## src/rtl/tli_pkg.sv

```systemverilog
// Purpose: Shared constants and carriers for the two-level interrupt handler
// Assumes: 15 sources, 8-bit enable and priority registers
// Notes: Offsets are byte addresses on the AXI4-Lite register port
package tli_pkg;
  localparam int unsigned NUM_SRC = 15;
  localparam int unsigned SRC_W = 4;
  localparam int unsigned VEC_W = 16;
  localparam logic [VEC_W-1:0] VEC_BASE = 16'h0003;
  localparam logic [VEC_W-1:0] VEC_STEP = 16'h0008;
  localparam logic [7:0] OFF_IRQ_ENABLE = 8'h00;
  localparam logic [7:0] OFF_EXT_IRQ_ENABLE = 8'h04;
  localparam logic [7:0] OFF_PRIORITY = 8'h08;
  localparam logic [7:0] OFF_EXT_PRIORITY = 8'h0C;
  localparam logic [7:0] OFF_PENDING = 8'h10;
  localparam logic [7:0] OFF_PEND_CLEAR = 8'h14;
  localparam logic [7:0] OFF_ACTIVE = 8'h18;
  localparam int unsigned GLOBAL_EN_BIT = 7;
  localparam logic [7:0] REG_RESET = 8'h00;
  localparam logic [1:0] RESP_OKAY = 2'b00;
  localparam logic [1:0] RESP_SLVERR = 2'b10;
  localparam int unsigned LATENCY_CYC = 5;
  localparam int unsigned DETECT_CYC = 1;

  typedef struct packed {
    logic valid;
    logic high;
    logic [SRC_W-1:0] src;
  } tli_win_t;

  typedef struct packed {
    logic req;
    logic [SRC_W-1:0] src;
    logic [VEC_W-1:0] vector;
  } tli_call_t;
endpackage

```

## src/rtl/tli_arbiter.sv

```systemverilog
// Purpose: Picks winning request by level, then fixed order
// Assumes: Lower index wins within a level
// Notes: Pure combinational
`timescale 1ns/1ps
module tli_arbiter #(
  parameter int unsigned N = tli_pkg::NUM_SRC
) (
  input wire logic [N-1:0] req,
  input wire logic [N-1:0] high,
  output tli_pkg::tli_win_t win
);
  logic [N-1:0] hi_req;
  assign hi_req = req & high;

  always_comb begin
    win = '0;
    // Scan downward so the lowest index is the last to overwrite
    for (int i = N - 1; i >= 0; i--) begin
      if (req[i] && !(|hi_req && !high[i])) begin
        win.valid = 1'b1;
        win.high = high[i];
        win.src = tli_pkg::SRC_W'(i);
      end
    end
  end
endmodule // tli_arbiter

```

## src/rtl/tli_ctrl.sv

```systemverilog
// Purpose: Two-level interrupt handler with AXI4-Lite register port
// Assumes: Core asserts call_ack when it starts the call, return_from_interrupt_done after return
// Notes: Overview of operation
// Overview of operation
// - A source event sets its pending flag.
// - Flags set regardless of the source enable.
// - Enabled set flag raises a call request after current instruction.
// - Routines end in return; core resumes the interrupted instruction.
// - Disabled sources are ignored; execution continues.
// - Each source has its own enable bit in one of two enable registers.
// - Individual enables act only while the global enable bit is one.
// - Global enable zero blocks every request.
// - Flags raised while globally disabled stay pending until re-enabled.
// - Some flags clear on vectoring; others software clears.
// - A flag still set after return re-requests after one instruction.
// - Fifteen sources, each with vector and fixed order position.
// - Software writing one to a flag acts like a hardware event.
// - Per-source priority bit; all low after reset.
// - High preempts low; nothing preempts a running high routine.
// - Simultaneous requests: high level served first.
// - Same level: fixed order decides.
// - Requests sampled every cycle; fastest response five cycles.
// - Equal or lower request waits for return plus one instruction.
`timescale 1ns/1ps
module tli_ctrl #(
  parameter int unsigned N = tli_pkg::NUM_SRC,
  parameter logic [14:0] HW_CLEAR_MASK = 15'h000F
) (
  input wire logic clk,
  input wire logic rst_b,
  input wire logic [N-1:0] src_event,
  output tli_pkg::tli_call_t call,
  input wire logic call_ack,
  input wire logic return_from_interrupt_done,
  input wire logic instr_done,
  input wire logic [7:0] s_axi_awaddr,
  input wire logic s_axi_awvalid,
  output logic s_axi_awready,
  input wire logic [31:0] s_axi_wdata,
  input wire logic [3:0] s_axi_wstrb,
  input wire logic s_axi_wvalid,
  output logic s_axi_wready,
  output logic [1:0] s_axi_bresp,
  output logic s_axi_bvalid,
  input wire logic s_axi_bready,
  input wire logic [7:0] s_axi_araddr,
  input wire logic s_axi_arvalid,
  output logic s_axi_arready,
  output logic [31:0] s_axi_rdata,
  output logic [1:0] s_axi_rresp,
  output logic s_axi_rvalid,
  input wire logic s_axi_rready
);
  typedef enum logic [1:0] {
    ST_IDLE = 2'b00,
    ST_REQ = 2'b01,
    ST_HOLD = 2'b10
  } tli_state_t;

  logic [7:0] irq_enable_r;
  logic [7:0] ext_irq_enable_r;
  logic [7:0] irq_priority_reg_r;
  logic [7:0] ext_irq_priority_reg_r;
  logic [N-1:0] pending_r;
  logic [1:0] active_r;
  logic hold_off_r;
  tli_state_t state_r;
  logic [7:0] awaddr_r;
  logic aw_full_r;
  logic [31:0] wdata_r;
  logic [3:0] wstrb_r;
  logic w_full_r;
  logic [N-1:0] src_en;
  logic [N-1:0] src_high;
  logic [N-1:0] req_vec;
  logic global_irq_enable;
  tli_pkg::tli_win_t win;
  logic win_ok;
  logic do_write;
  logic [N-1:0] sw_set;
  logic [N-1:0] sw_clr;
  logic [N-1:0] vec_clr;

  function automatic logic [tli_pkg::VEC_W-1:0] vec_of(input logic [tli_pkg::SRC_W-1:0] s);
    vec_of = tli_pkg::VEC_BASE + tli_pkg::VEC_STEP * tli_pkg::VEC_W'(s);
  endfunction

  function automatic logic sel(input logic [7:0] a, input logic [7:0] off);
    sel = (a == off);
  endfunction

  assign global_irq_enable = irq_enable_r[tli_pkg::GLOBAL_EN_BIT];
  assign src_en = {ext_irq_enable_r, irq_enable_r[6:0]};
  assign src_high = {ext_irq_priority_reg_r, irq_priority_reg_r[6:0]};
  // Masked flags stay in pending_r, only the request is hidden
  assign req_vec = global_irq_enable ? (pending_r & src_en) : '0;

  tli_arbiter #(
    .N(N)
  ) u_arb (
    .req(req_vec),
    .high(src_high),
    .win(win)
  );

  // High may enter under low; nothing enters under high
  always_comb begin
    win_ok = 1'b0;
    if (win.valid && !hold_off_r) begin
      if (active_r == 2'b00) begin
        win_ok = 1'b1;
      end else if (active_r == 2'b01 && win.high) begin
        win_ok = 1'b1;
      end
    end
  end

  // Write path
  assign s_axi_awready = !aw_full_r;
  assign s_axi_wready = !w_full_r;
  assign do_write = aw_full_r && w_full_r && !s_axi_bvalid;

  always_ff @(posedge clk or negedge rst_b) begin
    if (!rst_b) begin
      aw_full_r <= 1'b0;
      awaddr_r <= '0;
    end else if (s_axi_awvalid && !aw_full_r) begin
      aw_full_r <= 1'b1;
      awaddr_r <= s_axi_awaddr;
    end else if (do_write) begin
      aw_full_r <= 1'b0;
    end
  end

  always_ff @(posedge clk or negedge rst_b) begin
    if (!rst_b) begin
      w_full_r <= 1'b0;
      wdata_r <= '0;
      wstrb_r <= '0;
    end else if (s_axi_wvalid && !w_full_r) begin
      w_full_r <= 1'b1;
      wdata_r <= s_axi_wdata;
      wstrb_r <= s_axi_wstrb;
    end else if (do_write) begin
      w_full_r <= 1'b0;
    end
  end

  always_ff @(posedge clk or negedge rst_b) begin
    if (!rst_b) begin
      s_axi_bvalid <= 1'b0;
      s_axi_bresp <= tli_pkg::RESP_OKAY;
    end else if (do_write) begin
      s_axi_bvalid <= 1'b1;
      s_axi_bresp <= (sel(awaddr_r, tli_pkg::OFF_IRQ_ENABLE) ||
                      sel(awaddr_r, tli_pkg::OFF_EXT_IRQ_ENABLE) ||
                      sel(awaddr_r, tli_pkg::OFF_PRIORITY) ||
                      sel(awaddr_r, tli_pkg::OFF_EXT_PRIORITY) ||
                      sel(awaddr_r, tli_pkg::OFF_PENDING) ||
                      sel(awaddr_r, tli_pkg::OFF_PEND_CLEAR) ||
                      sel(awaddr_r, tli_pkg::OFF_ACTIVE)) ?
                     tli_pkg::RESP_OKAY : tli_pkg::RESP_SLVERR;
    end else if (s_axi_bready) begin
      s_axi_bvalid <= 1'b0;
    end
  end

  // Only byte lanes 0 and 1 carry register bits
  always_ff @(posedge clk or negedge rst_b) begin
    if (!rst_b) begin
      irq_enable_r <= tli_pkg::REG_RESET;
      ext_irq_enable_r <= tli_pkg::REG_RESET;
      irq_priority_reg_r <= tli_pkg::REG_RESET;
      ext_irq_priority_reg_r <= tli_pkg::REG_RESET;
    end else if (do_write && wstrb_r[0]) begin
      if (sel(awaddr_r, tli_pkg::OFF_IRQ_ENABLE)) begin
        irq_enable_r <= wdata_r[7:0];
      end
      if (sel(awaddr_r, tli_pkg::OFF_EXT_IRQ_ENABLE)) begin
        ext_irq_enable_r <= wdata_r[7:0];
      end
      if (sel(awaddr_r, tli_pkg::OFF_PRIORITY)) begin
        irq_priority_reg_r <= {1'b0, wdata_r[6:0]};
      end
      if (sel(awaddr_r, tli_pkg::OFF_EXT_PRIORITY)) begin
        ext_irq_priority_reg_r <= wdata_r[7:0];
      end
    end
  end

  always_comb begin
    sw_set = '0;
    sw_clr = '0;
    if (do_write && wstrb_r[0] && wstrb_r[1]) begin
      if (sel(awaddr_r, tli_pkg::OFF_PENDING)) begin
        sw_set = wdata_r[N-1:0];
      end
      if (sel(awaddr_r, tli_pkg::OFF_PEND_CLEAR)) begin
        sw_clr = wdata_r[N-1:0];
      end
    end
  end

  // Auto clear only for sources flagged in HW_CLEAR_MASK
  always_comb begin
    vec_clr = '0;
    if (call.req && call_ack) begin
      vec_clr[call.src] = HW_CLEAR_MASK[call.src];
    end
  end

  // Set wins over any clear in the same cycle
  always_ff @(posedge clk or negedge rst_b) begin
    if (!rst_b) begin
      pending_r <= '0;
    end else begin
      pending_r <= (pending_r & ~(sw_clr | vec_clr)) | src_event | sw_set;
    end
  end

  // Read path
  assign s_axi_arready = !s_axi_rvalid;

  always_ff @(posedge clk or negedge rst_b) begin
    if (!rst_b) begin
      s_axi_rvalid <= 1'b0;
      s_axi_rdata <= '0;
      s_axi_rresp <= tli_pkg::RESP_OKAY;
    end else if (s_axi_arvalid && !s_axi_rvalid) begin
      s_axi_rvalid <= 1'b1;
      s_axi_rresp <= tli_pkg::RESP_OKAY;
      unique case (s_axi_araddr)
        tli_pkg::OFF_IRQ_ENABLE: s_axi_rdata <= {24'h000000, irq_enable_r};
        tli_pkg::OFF_EXT_IRQ_ENABLE: s_axi_rdata <= {24'h000000, ext_irq_enable_r};
        tli_pkg::OFF_PRIORITY: s_axi_rdata <= {24'h000000, irq_priority_reg_r};
        tli_pkg::OFF_EXT_PRIORITY: s_axi_rdata <= {24'h000000, ext_irq_priority_reg_r};
        tli_pkg::OFF_PENDING: s_axi_rdata <= {17'h00000, pending_r};
        tli_pkg::OFF_PEND_CLEAR: s_axi_rdata <= '0;
        tli_pkg::OFF_ACTIVE: s_axi_rdata <= {30'h00000000, active_r};
        default: begin
          s_axi_rdata <= '0;
          s_axi_rresp <= tli_pkg::RESP_SLVERR;
        end
      endcase
    end else if (s_axi_rready) begin
      s_axi_rvalid <= 1'b0;
    end
  end

  // Request sequencer: one detect cycle, then hold until ack
  always_ff @(posedge clk or negedge rst_b) begin
    if (!rst_b) begin
      state_r <= ST_IDLE;
      call <= '0;
    end else begin
      unique case (state_r)
        ST_IDLE: begin
          if (win_ok) begin
            state_r <= ST_REQ;
            call.req <= 1'b1;
            call.src <= win.src;
            call.vector <= vec_of(win.src);
          end
        end
        ST_REQ: begin
          // Vector frozen so the core never sees it change mid-call
          if (call_ack) begin
            state_r <= ST_HOLD;
            call <= '0;
          end
        end
        ST_HOLD: begin
          state_r <= ST_IDLE;
        end
        default: begin
          state_r <= ST_IDLE;
          call <= '0;
        end
      endcase
    end
  end

  // Two-level active stack: bit0 low routine, bit1 high routine
  always_ff @(posedge clk or negedge rst_b) begin
    if (!rst_b) begin
      active_r <= 2'b00;
    end else if (call.req && call_ack) begin
      if (src_high[call.src]) begin
        active_r[1] <= 1'b1;
      end else begin
        active_r[0] <= 1'b1;
      end
    end else if (return_from_interrupt_done) begin
      if (active_r[1]) begin
        active_r[1] <= 1'b0;
      end else begin
        active_r[0] <= 1'b0;
      end
    end
  end

  // After a return one instruction must run before the next call
  always_ff @(posedge clk or negedge rst_b) begin
    if (!rst_b) begin
      hold_off_r <= 1'b0;
    end else if (return_from_interrupt_done) begin
      hold_off_r <= 1'b1;
    end else if (instr_done) begin
      hold_off_r <= 1'b0;
    end
  end
endmodule // tli_ctrl

```

## config.mk

```make
export PLATFORM = sky130hd
export DESIGN_NAME = tli_ctrl
export DESIGN_NICKNAME = d
export VERILOG_FILES = /design/src/rtl/tli_pkg.sv /design/src/rtl/tli_arbiter.sv /design/src/rtl/tli_ctrl.sv
export SDC_FILE = /design/constraint.sdc
export NUM_CORES = 1
export LEC_CHECK = 0
export BUFFER_PORTS_ARGS = -buffer_cell sky130_fd_sc_hd__buf_2
export CORE_ASPECT_RATIO = 0.9
export CORE_MARGIN = 10
export CORE_UTILIZATION = 54
export DETAILED_ROUTE_END_ITERATION = 12
export PLACE_DENSITY = 0.87
export RECOVER_POWER = 100
export REMOVE_ABC_BUFFERS = 1
export SYNTH_ARGS = -nofsm -noshare
export SYNTH_HDL_FRONTEND = slang
export SYNTH_SLANG_ARGS = --single-unit
```

## constraint.sdc

```tcl
create_clock -name clk -period 2.68 [get_ports clk]
set_input_delay 0.268 -clock clk [delete_from_list [all_inputs] [get_ports clk]]
set_output_delay 0.268 -clock clk [all_outputs]
set_load 0.02 [all_outputs]
```

# == Yosys cells after proc, flatten, opt, wreduce, memory -nomap -nowiden ==
# Memory sizes are Yosys's and may differ from the RTL's.
# Cells that the tools add are included.
# op_classes
n_mux,52
bitwise,9
n_eq_ne,20
n_lt_le_gt_ge,2
n_reduce_logical,102
add_sub_neg,1
# op_table
cell,count
2-to-1 mux 15 bit,6
2-to-1 mux 6 bit,15
one-hot mux 15 bit (6 select lines),1
one-hot mux 21 bit (3 select lines),1
bitwise AND 15 bit,4
"== test 8 x 5 -> 1 bit, second input constant",6
bitwise OR 15 bit,3
2-to-1 mux 21 bit,2
logical AND 1 bit,41
logical NOT 1 bit,35
"== test 8 x 4 -> 1 bit, second input constant",4
2-to-1 mux 1 bit,18
"== test 8 x 3 -> 1 bit, second input constant",2
logical NOT 8 bit,2
inverter 15 bit,1
OR reduction 15 bit,1
2-to-1 mux 2 bit,6
AND reduction 2 bit,6
nonzero test 2 bit,6
"adder 2 x 7 -> 8 bit, first input constant",1
OR reduction 7 bit,1
logical OR 1 bit,6
"!= test 2 bit, second input constant",3
AND reduction 3 bit,2
other kinds (10),13
# word_totals
romBits,16
mem_count,1
register_bits,137
wordCells,209
# mem_list
name,depth,word_bits,read_ports,rd_ports_with_merged_regs,wr,line_no,text
(no name shown),16,1,1,0,0,tli_ctrl.sv:208,vec_clr[call.src] = HW_CLEAR_MASK[call.src];

# == Longest topological paths before layout ==
# Gate-level depths: netlist (run 1).
# logic_depth
depth_word,28
mapped_depth,9
mapped_depth_nobuf,8

# == By module ==
# A second synthesis (run 1) with hierarchy kept.
# unflattened
hier_cells,494
hier_area_um2,5515.3
# by_module_without_submodules
module,instances,seq_area_each_um2,cells_per_inst,area_each_um2
tli_ctrl,1,2552.4,414,4929.7
tli_arbiter,1,0.0,80,585.6

# == Worst setup path after synthesis (run 1) ==
# Ideal clock, no wire load.
# synth_path
path_kind,register -> register
startpoint,register irq_enable_r[7]
endpoint,register call[16] in the netlist's numbering
arrival_ps,2252
setup_ps,80
slack_ps,347
t_required_ps,2600
path_stages_with_launch,10
path_cell_list,dfrtp_1 buf_6 nand4_4 o221ai_2 a2111oi_4 a31oi_1 o221ai_2 nor4_2 or3b_1 o22ai_2
# synth_between
elab_chain_len,27
# synth_lines
element,line_no,text
start: declaration,tli_ctrl.sv:60,logic [7:0] irq_enable_r;
start signal: assignment,tli_ctrl.sv:171,irq_enable_r <= tli_pkg::REG_RESET;
start signal: assignment,tli_ctrl.sv:177,irq_enable_r <= wdata_r[7:0];
2-to-1 mux 15 bit (*),tli_ctrl.sv:96,assign req_vec = global_irq_enable ? (pending_r & src_en) : '0;
bitwise AND 15 bit,tli_arbiter.sv:13,assign hi_req = req & high;
OR reduction 15 bit,tli_arbiter.sv:19,if (req[i] && !(|hi_req && !high[i])) begin
logical AND 1 bit,tli_arbiter.sv:19,
logical NOT 1 bit,tli_arbiter.sv:19,
logical AND 1 bit,tli_arbiter.sv:19,
2-to-1 mux 6 bit (14 in a row),tli_arbiter.sv:19,
2-to-1 mux 6 bit (*),tli_arbiter.sv:19,
logical AND 1 bit,tli_ctrl.sv:112,end else if (active_r == 2'b01 && win.high) begin
2-to-1 mux 1 bit,tli_ctrl.sv:112,
2-to-1 mux 1 bit,tli_ctrl.sv:110,if (active_r == 2'b00) begin
2-to-1 mux 1 bit,tli_ctrl.sv:109,if (win.valid && !hold_off_r) begin
!= test 2 bit (no source line),-,
AND reduction 3 bit (no source line),-,
end: declaration,tli_ctrl.sv:32,"output tli_pkg::tli_call_t call,"
# Mark *: on every way between the ends. The rest lies on a longest branch, timed or not. The select of a mux whose other input is x is not followed.
# A chain may end at the register's enable or synchronous reset.

# == Worst setup path in the final report (run 1) ==
# Same ends and word-level chain as after synthesis.

==> impl_metrics.py, run 1 <==
metrics = {
    "clocking": {
        "cts-buffers-inserted": 9,
        "cts_root_buf": "clkbuf_8",
        "htree_num_levels": 3,
        "clkSinkCount": 102,
        "cts_tree": "built",
        "worstSkewPairLatency_ps": 380,
        "clockBufferDepth": 2,
        "clk_pin_slew_worst_paths_ps": 110,
    },
    "synthesis": {
        "synth_common_cells": "102 x dfrtp_1, 66 x nand2_1, 56 x mux2_2",
        "synth_top_area_cell": "dfrtp_1",
        "synthArstFlopShare_pct": 100,
        "syn_area_sq_um": 5440,
        "avgSynthCellArea_sq_um": 10.9,
        "synth_most_common_cell": "dfrtp_1",
        "seq_area_frac_synth_pct": 46.9,
        "ys_seq_elements": 102,
        "syn_inst": 501,
        "ys.flop_type": "dfrtp_1",
        "yosysTopAreaCellShare_pct": 46.9,
        "synthTopCellsByArea": "dfrtp_1 47%, mux2_2 12%, buf_4 4.8%",
        "synth-warning-count": 0,
        "synth_cell_type_count": 66,
        "synth_edf_count": 0,
    },
    "global_routing": {
        "antenna_found_initial": 0,
        "overflow": 0,
        "grt_pass1_vias": 4648,
        "gr-usage-all-layers_pct": 20.9,
        "grt_pass1_wl_microns": 24700,
        "grt_start_max_net_pins": 67,
    },
    "pwr": {
        "intPower_mw": 2.83,
        "power.switching_mw": 1.51,
        "clkPwrFrac_pct": 24.0,
        "power-per-cell-area_nw_per_um2": 666,
        "pwr-share-comb_pct": 25.1,
        "power.share.switching_pct": 34.9,
        "p_leak_nw": 2.83,
        "power_frac_seq_pct": 50.9,
        "vdd_drop_max_mv": 0.479,
    },
    "timing": {
        "min_period_over_period_pct": 97.9,
        "clock_skew_ps": 11.2,
        "whs_ps": 54.5,
        "fmax_mhz": 381,
        "slew-limit-headroom_pct": 29.2,
        "layout_setup_ws_ps": 57.5,
        "finalHoldViolCount": 0,
        "worstMarginPinSlew_ps": 1060,
        "slew_violations": 0,
        "rsz0062_at_grt": "yes",
        "setup_viol": 0,
        "min_period_ps": 2620,
    },
    "placement": {
        "dp_hpwl_microns": 12000,
        "gp_congestion": 0.978,
        "dpl_cell_area_sq_um": 6270,
        "pre_cts_ws_ps": 41.8,
        "io_buffers": 90,
    },
    "floorplan": {
        "die_area_sq_um": 14500,
        "core_area_sq_um": 9740,
        "die_w_microns": 126,
        "fp-row-count": 34,
        "die_y_microns": 115,
        "start_util_pct": 55.9,
        "top_level_ports": 139,
    },
    "worst_setup_path": {
        "end_kind": "flip-flop",
        "path_max_fanout": 14,
        "reg2reg_slack_ps": 60,
        "rr_worst_depth": 10,
        "crit_required_ps": 2970,
        "worstSetupPathType": "reg -> reg",
        "r2r-start": "irq_enable_r[7]",
        "r2r_end": "call[16]",
        "cp-start-kind": "flip-flop",
        "cp.arrival_ps": 2910,
    },
    "run_status": {
        "status": "completed",
    },
    "cells_and_area": {
        "diodes": 0,
        "final_area_sq_um": 6520,
        "area_growth_pct": 19.9,
        "fill_cells": 809,
        "fin_nets": 714,
        "drive_above_1_share_pct": 34.0,
    },
    "hold_path": {
        "hold_depth": 2,
        "hold_class": "in -> reg",
        "min-delay-start": "s_axi_bready",
        "worst_hold_path.endpoint": "s_axi_bvalid",
    },
    "detailed_routing": {
        "dr.pass1.iters": 7,
        "num_vias": 4567,
        "antenna_left": 0,
        "post_drt_wl_per_cell_microns": 19.9,
        "drt_iter0_markers": 433,
        "drc": 0,
        "viasPerCell": 5.95,
        "routed_wl_microns": 15300,
    },
    "job": {
        "maxCapViolations": 0,
    },
}
## layout make-up
cell class | count | area, sq um | area share, %
inverters | 8 | 30.0 | 0.460
clock buffers | 9 | 124 | 1.90
repair buffers | 150 | 856 | 13.1
flip-flops and latches | 102 | 2550 | 39.1
multi-input cells | 366 | 2710 | 41.6
well taps | 126 | 158 | 2.42
clock inverters | 7 | 91.3 | 1.40
## registers in the layout, summed over array words and instances (netlist names), 2 cells and up
name and cells:
irq_enable_r 8, wdata_r 15, ext_irq_priority_reg_r 8, call 5, pending_r 15, awaddr_r 8, s_axi_rdata 15, wstrb_r 2
active_r 2, irq_priority_reg_r 7, ext_irq_enable_r 8, state_r 2
## metrics by stage
| step | TNS (ps) | instances | utilization (%) | power, mW |
|---|---|---|---|---|
| 2_1_floorplan | 0 | 476 | - | 2.82 |
| 3_3_place_gp | 0 | 747 | 64.3 | 3.26 |
| 3_5_place_dp | 0 | 747 | 64.3 | 3.33 |
| 4_1_cts | 0 | 764 | 66.6 | 4.35 |
| 5_1_grt | -95.3 | 768 | 67.0 | 4.56 |
| 6_report | 0 | 768 | 67.0 | 4.34 |
## critical path: stages, from the launching register on
cell	delay, ps
dfrtp_1	420
buf_12	160
buf_4	150
nand4_1	110
nand2_2	120
a2111o_1	370
o41ai_4	370
o21bai_4	210
nor4_4	70
or3b_1	370
o22ai_2	180
## power by group through the flow
stage	Combinational, mW	Clock [mW]	Sequential (mW)
floorplan	0.625	0	2.19
global placement	1.06	0	2.20
detailed placement	1.09	0	2.23
CTS	1.10	1.06	2.20
global route	1.19	1.11	2.26
finish	1.09	1.04	2.21
## per-layer routing
metal,up-vias,part of all wire (%),GRT usage (%),wire length (microns)
met5,-,0,0,0
met4,0,1.5,5.31,235
met2,214,47,33.6,7190
met3,26,10,6.90,1550
li1,2058,-,-,-
met1,2269,41,26.8,6330
## worst max-delay path by stage
stage	from	end	slack, ps	depth (start not counted)
3_5_place_dp	irq_enable_r[7]	call[16]	40	10
4_1_cts	irq_enable_r[7]	call[16]	5	10
3_3_place_gp	irq_enable_r[7]	call[16]	120	10
2_1_floorplan	irq_enable_r[7]	call[16]	100	8
5_1_grt	irq_enable_r[7]	call[16]	-70	11
6_report	irq_enable_r[7]	call[16]	60	10
## placed cells by master (no fill, tap or decap), types with 14 or more instances in the layout
master | Yosys | final
nand3_1 | 14 | 14
a21oi_1 | 17 | 17
buf_2 | 1 | 57
nand2_1 | 66 | 65
clkbuf_1 | 13 | 38
o21ai_0 | 35 | 33
dfrtp_1 | 102 | 102
buf_4 | 35 | 47
nor2_1 | 18 | 17
mux2_2 | 56 | 56
conb_1 | 1 | 29
## cells by family after synthesis
| group | synth area share, % |
|---|---|
| AO/OA/AOI/OAI | 15.4 |
| buffers and inverters | 6.80 |
| flip-flops | 46.9 |
| multiplexers | 17.0 |
| other | 0.0689 |
| AND/OR/NAND/NOR | 13.8 |
## what timing repair did
action | 4_1_cts | 5_1_grt
hold buffers | 1 | 0
pin swaps | 1 | 9
endpoints found under the hold margin | 36 | 0
resized for setup | 0 | 16
setup endpoints to repair | 1 | 5
setup buffers | 0 | 4
No activity file was read; power rests on OpenSTA's default activity.
==> run 2: changes to the inputs <==
CORE_UTILIZATION = 55   (was 54)
CTS_BUF_LIST = sky130_fd_sc_hd__clkbuf_4   (was default)
==> impl_metrics.py, run 2 (synthesis gave the netlist of run 1 again) <==
metrics = {
    "timing": {
        "slew_violations": 0,
        "min_period_over_period_pct": 97.2,
        "whs_ps": 16.3,
        "rsz0062_at_grt": "no",
        "slew-limit-headroom_pct": 28.2,
        "min_period_ps": 2610,
        "setup_viol": 0,
        "clock_skew_ps": 23.5,
        "tns_ps": 0,
        "finalHoldViolCount": 0,
        "fmax_mhz": 384,
        "worstMarginPinSlew_ps": 1080,
    },
    "global_routing": {
        "grt_pass1_wl_microns": 25300,
        "grt_start_max_net_pins": 60,
        "overflow": 0,
        "gr-usage-all-layers_pct": 21.8,
        "antenna_found_initial": 0,
        "grt_pass1_vias": 4761,
    },
    "detailed_routing": {
        "antenna_left": 0,
        "drc": 0,
        "routed_wl_microns": 15900,
        "num_vias": 4607,
        "viasPerCell": 5.82,
        "dr.pass1.iters": 5,
        "drt_iter0_markers": 405,
        "post_drt_wl_per_cell_microns": 20.1,
    },
    "cells_and_area": {
        "post-route-util_pct": 68.5,
        "layout_common_cells": "102 x dfrtp_1, 65 x nand2_1, 56 x mux2_2, 56 x buf_2, 49 x buf_4",
        "area_growth_pct": 21.6,
        "final_area_sq_um": 6620,
        "drive_above_1_share_pct": 32.2,
        "diodes": 0,
        "fill_cells": 771,
        "top_regs": "pending_r: 15 flops, s_axi_rdata: 15 flops, wdata_r: 15 flops",
        "layout_commonest_cell": "dfrtp_1",
        "fin_nets": 737,
    },
    "worst_setup_path": {
        "reg2reg_slack_ps": 70,
        "path_max_fanout": 6,
        "rr_worst_depth": 8,
        "crit_slowest_cell": "a2111o_1",
        "crit_required_ps": 3070,
        "end_kind": "flip-flop",
        "slowest_delay_ps": 480,
        "path_cells": "buf_4 -> and3_1 -> a2111o_1 -> o41ai_4 -> o21bai_4 -> nor4_2 -> or3b_1 -> o22ai_2",
        "cp.arrival_ps": 3000,
        "r2r_end": "call[16]",
        "worstSetupPathType": "reg -> reg",
        "r2r-start": "irq_enable_r[7]",
        "cp_top_family": "compound AO/OA/AOI/OAI gates",
        "cp-start-kind": "flip-flop",
        "crit_buf_inv": 1,
    },
    "clocking": {
        "cts_tree": "built",
        "clkSinkCount": 102,
        "htree_num_levels": 3,
        "cts-buffers-inserted": 9,
        "worstSkewPairLatency_ps": 470,
        "cts_root_buf": "clkbuf_4",
        "clk_pin_slew_worst_paths_ps": 170,
        "clockBufferDepth": 2,
    },
    "pwr": {
        "power_mw": 4.09,
        "power-per-cell-area_nw_per_um2": 618,
        "vdd_drop_max_mv": 0.513,
        "p_leak_nw": 2.87,
    },
    "placement": {
        "dp_hpwl_microns": 12100,
        "io_buffers": 90,
        "gp_congestion": 0.978,
        "dpl_cell_area_sq_um": 6280,
    },
    "hold_path": {
        "min-delay-start": "s_axi_wvalid",
        "hold_class": "in -> reg",
        "worst_hold_path.endpoint": "w_full_r",
        "hold_depth": 3,
    },
    "job": {
        "maxCapViolations": 0,
    },
    "floorplan": {
        "fp-row-count": 34,
        "top_level_ports": 139,
        "die_area_sq_um": 14300,
        "die_w_microns": 125,
        "die_y_microns": 114,
        "start_util_pct": 56.4,
        "core_area_sq_um": 9660,
    },
    "run_status": {
        "status": "completed",
    },
}
## run 2: tightest hold or removal path, stage by stage
cell    delay [ps]
buf_2           80
nor2_1          30
nor2_1          70
## run 2: layout make-up
| cell class | instances | area (sq um) | share of cell area (%) |
|---|---|---|---|
| clock buffers | 9 | 67.6 | 1.02 |
| multi-input cells | 366 | 2680 | 40.5 |
| flip-flops and latches | 102 | 2550 | 38.6 |
| inverters | 8 | 30.0 | 0.454 |
| well taps | 126 | 158 | 2.38 |
| repair buffers | 173 | 1070 | 16.2 |
| clock inverters | 7 | 57.6 | 0.870 |
## run 2: worst max path at each step
stage	startpoint	end	slack (ps)	cells past startpoint
finish	irq_enable_r[7]	call[16]	70	8
global route	awaddr_r[5]	irq_enable_r[1]	10	6
CTS	irq_enable_r[7]	call[16]	30	8
detailed placement	irq_enable_r[7]	call[16]	80	8
global placement	irq_enable_r[7]	call[16]	110	8
floorplan	irq_enable_r[7]	call[16]	100	8
## run 2: stage by stage
stage / cells / setup slack (ps)
2_1_floorplan: 476 / 98.2
5_1_grt: 791 / 12.6
3_5_place_dp: 749 / 82.5
4_1_cts: 782 / 32.1
6_report: 791 / 74.3
3_3_place_gp: 749 / 107
## run 2: per-layer routing
| metal | global-route usage [%] | vias up | routed length, microns |
|---|---|---|---|
| met5 | 0 | - | 0 |
| met4 | 4.52 | 0 | 153 |
| met3 | 6.57 | 19 | 1360 |
| met2 | 37.1 | 208 | 7750 |
| met1 | 27.0 | 2266 | 6640 |
| li1 | - | 2114 | - |
## run 2: where the power goes
| group | switching (mW) | internal (mW) |
|---|---|---|
| clock network | 0.568 | 0.205 |
| logic | 0.562 | 0.532 |
| registers | 0.371 | 1.85 |
| total | 1.50 | 2.59 |
## run 2: repair_timing
item | in CTS | in global routing
resized for setup | 0 | 7
hold buffers | 17 | 6
hold endpoints to repair | 59 | 6
setup endpoints to repair | 0 | 4
buffers inserted | 0 | 3
==> run 3: changes to the inputs <==
CORE_UTILIZATION = 30   (was 55)
HOLD_SLACK_MARGIN = 0.1   (was default)
PLACE_DENSITY = 0.55   (was 0.87)
SLEW_MARGIN = 25   (was default)
==> impl_metrics.py, run 3 (synthesis gave the netlist of run 1 again) <==
metrics = {
    "worst_setup_path": {
        "slowest_delay_ps": 470,
        "cp.arrival_ps": 3010,
        "path_cells": "buf_6 -> nand2_1 -> o221ai_4 -> a2111oi_4 -> buf_4 -> and2_1 -> buf_4 -> o21ai_0 -> a21oi_1 -> o21ai_0 -> buf_4 -> o22ai_2",
        "worstSetupPathType": "reg -> reg",
        "crit_slowest_cell": "dfrtp_2",
        "cp_common_cell": "buf_4",
        "crit_required_ps": 3100,
        "cp-start-kind": "flip-flop",
        "end_kind": "flip-flop",
        "path_max_fanout": 8,
    },
    "detailed_routing": {
        "post_drt_wl_per_cell_microns": 18.3,
        "drc": 0,
        "viasPerCell": 4.97,
        "drt_iter0_markers": 336,
        "num_vias": 4699,
        "routed_wl_microns": 17300,
        "antenna_left": 0,
        "dr.pass1.iters": 5,
    },
    "clocking": {
        "worstSkewPairLatency_ps": 490,
        "clk_pin_slew_worst_paths_ps": 160,
        "clkSinkCount": 102,
        "cts_tree": "built",
        "cts-buffers-inserted": 9,
        "htree_num_levels": 3,
        "cts_root_buf": "clkbuf_4",
        "clockBufferDepth": 2,
    },
    "floorplan": {
        "fp-row-count": 46,
        "die_y_microns": 148,
        "die_w_microns": 162,
        "top_level_ports": 139,
        "start_util_pct": 30.7,
        "core_area_sq_um": 17700,
        "die_area_sq_um": 23900,
    },
    "cells_and_area": {
        "fill_cells": 1792,
        "seq_area_sq_um": 2550,
        "drive_above_1_share_pct": 32.2,
        "top_regs": "pending_r: 15 flops, s_axi_rdata: 15 flops, wdata_r: 15 flops",
        "layout_commonest_cell": "dfrtp_1",
        "area_growth_pct": 30.5,
        "fin_nets": 776,
        "multi_input_area_sq_um": 2670,
        "layout_common_cells": "101 x dfrtp_1, 65 x nand2_1, 61 x buf_4",
    },
    "timing": {
        "rsz0062_at_grt": "no",
        "min_period_over_period_pct": 96.6,
        "setup_viol": 0,
        "clock_skew_ps": 17.4,
        "tns_ps": 0,
        "worstMarginPinSlew_ps": 1240,
        "finalHoldViolCount": 0,
        "fmax_mhz": 386,
        "whs_ps": 207,
        "min_period_ps": 2590,
        "slew-limit-headroom_pct": 17.0,
        "slew_violations": 0,
    },
    "placement": {
        "io_buffers": 90,
        "dp_hpwl_microns": 13400,
        "gp_congestion": 0.905,
    },
    "pwr": {
        "power_mw": 4.13,
        "vdd_drop_max_mv": 0.277,
        "power-per-cell-area_nw_per_um2": 581,
        "p_leak_nw": 3.04,
    },
    "global_routing": {
        "antenna_found_initial": 1,
        "gr-usage-all-layers_pct": 14.4,
        "overflow": 0,
        "grt_pass1_vias": 4858,
        "grt_pass1_wl_microns": 27200,
        "grt_start_max_net_pins": 51,
    },
    "hold_path": {
        "hold_class": "in -> reg",
    },
    "job": {
        "maxCapViolations": 0,
    },
    "run_status": {
        "status": "completed",
    },
}
[run 3: cell count changes in the layout (fill, tap and decap cells not counted), sizes merged]
cell	change
buf	+14
clkbuf	-1
clkinv	-2
clkinvlp	+1
diode	+1
dlygate4sd3	+26
inv	+1
[run 3: power breakdown]
group	total (mW)	switching [mW]	internal (mW)	leakage, nW
Sequential	2.20	0.354	1.85	1.27
Clock	0.753	0.550	0.203	0.0667
Combinational	1.17	0.592	0.580	1.71
Total	4.13	1.50	2.63	3.04
[run 3: through the flow]
| stage | util (%) | worst slack, ps | area (sq um) | std cells |
|---|---|---|---|---|
| after floorplan | - | 98.2 | 5210 | 476 |
| after global placement | 36.7 | 109 | 6500 | 875 |
| after detailed placement | 36.7 | 87.0 | 6500 | 875 |
| after CTS | 40.1 | 44.0 | 7120 | 940 |
| after global routing | 40.1 | 8.31 | 7100 | 945 |
| final | 40.1 | 91.0 | 7100 | 945 |
[run 3: metal layers]
layer	global-route usage [%]	wire length [microns]	up-vias
li1	-	-	2190
met1	18.3	7580	2333
met2	23.3	8270	161
met3	4.55	1200	15
met4	3.77	226	0
met5	0	0	-
[run 3: worst paths after layout]
kind	from	endpoint	slack, ps	cells after the start
setup reg to reg	irq_enable_r[7]	call[16]	90	12
min in group asynchronous	rst_b	s_axi_rdata[7]	570	2
hold / removal	s_axi_araddr[4]	s_axi_rresp[1]	210	3
max in group asynchronous	rst_b	irq_enable_r[7]	590	3
setup / recovery	irq_enable_r[7]	call[16]	90	12
hold reg to reg	state_r[1]	state_r[0]	480	1
[run 3: cell type report]
cell class                      count  share of cell area, %
Clock inverter                      7                  0.757
Clock buffer                        9                  0.951
Timing Repair Buffer              212                   20.0
Sequential cell                   102                   36.0
Multi-Input combinational cell    366                   37.6
Inverter                            8                  0.423
Tap cell                          240                   4.23
Antenna cell                        1                 0.0352
[run 3: repair_timing]
action | CTS | global route
resized for setup | 0 | 10
buffers inserted | 0 | 3
setup endpoints to repair | 0 | 4
hold buffers | 49 | 0
hold endpoints to repair | 97 | 0
[run 3: worst max-delay path: cells and delay by family (launching register included)]
kind	cells	cell delay, ps
buffers and inverters	4	650
AO/OA/AOI/OAI	6	1110
flip-flops	1	470
AND/OR/NAND/NOR	2	300
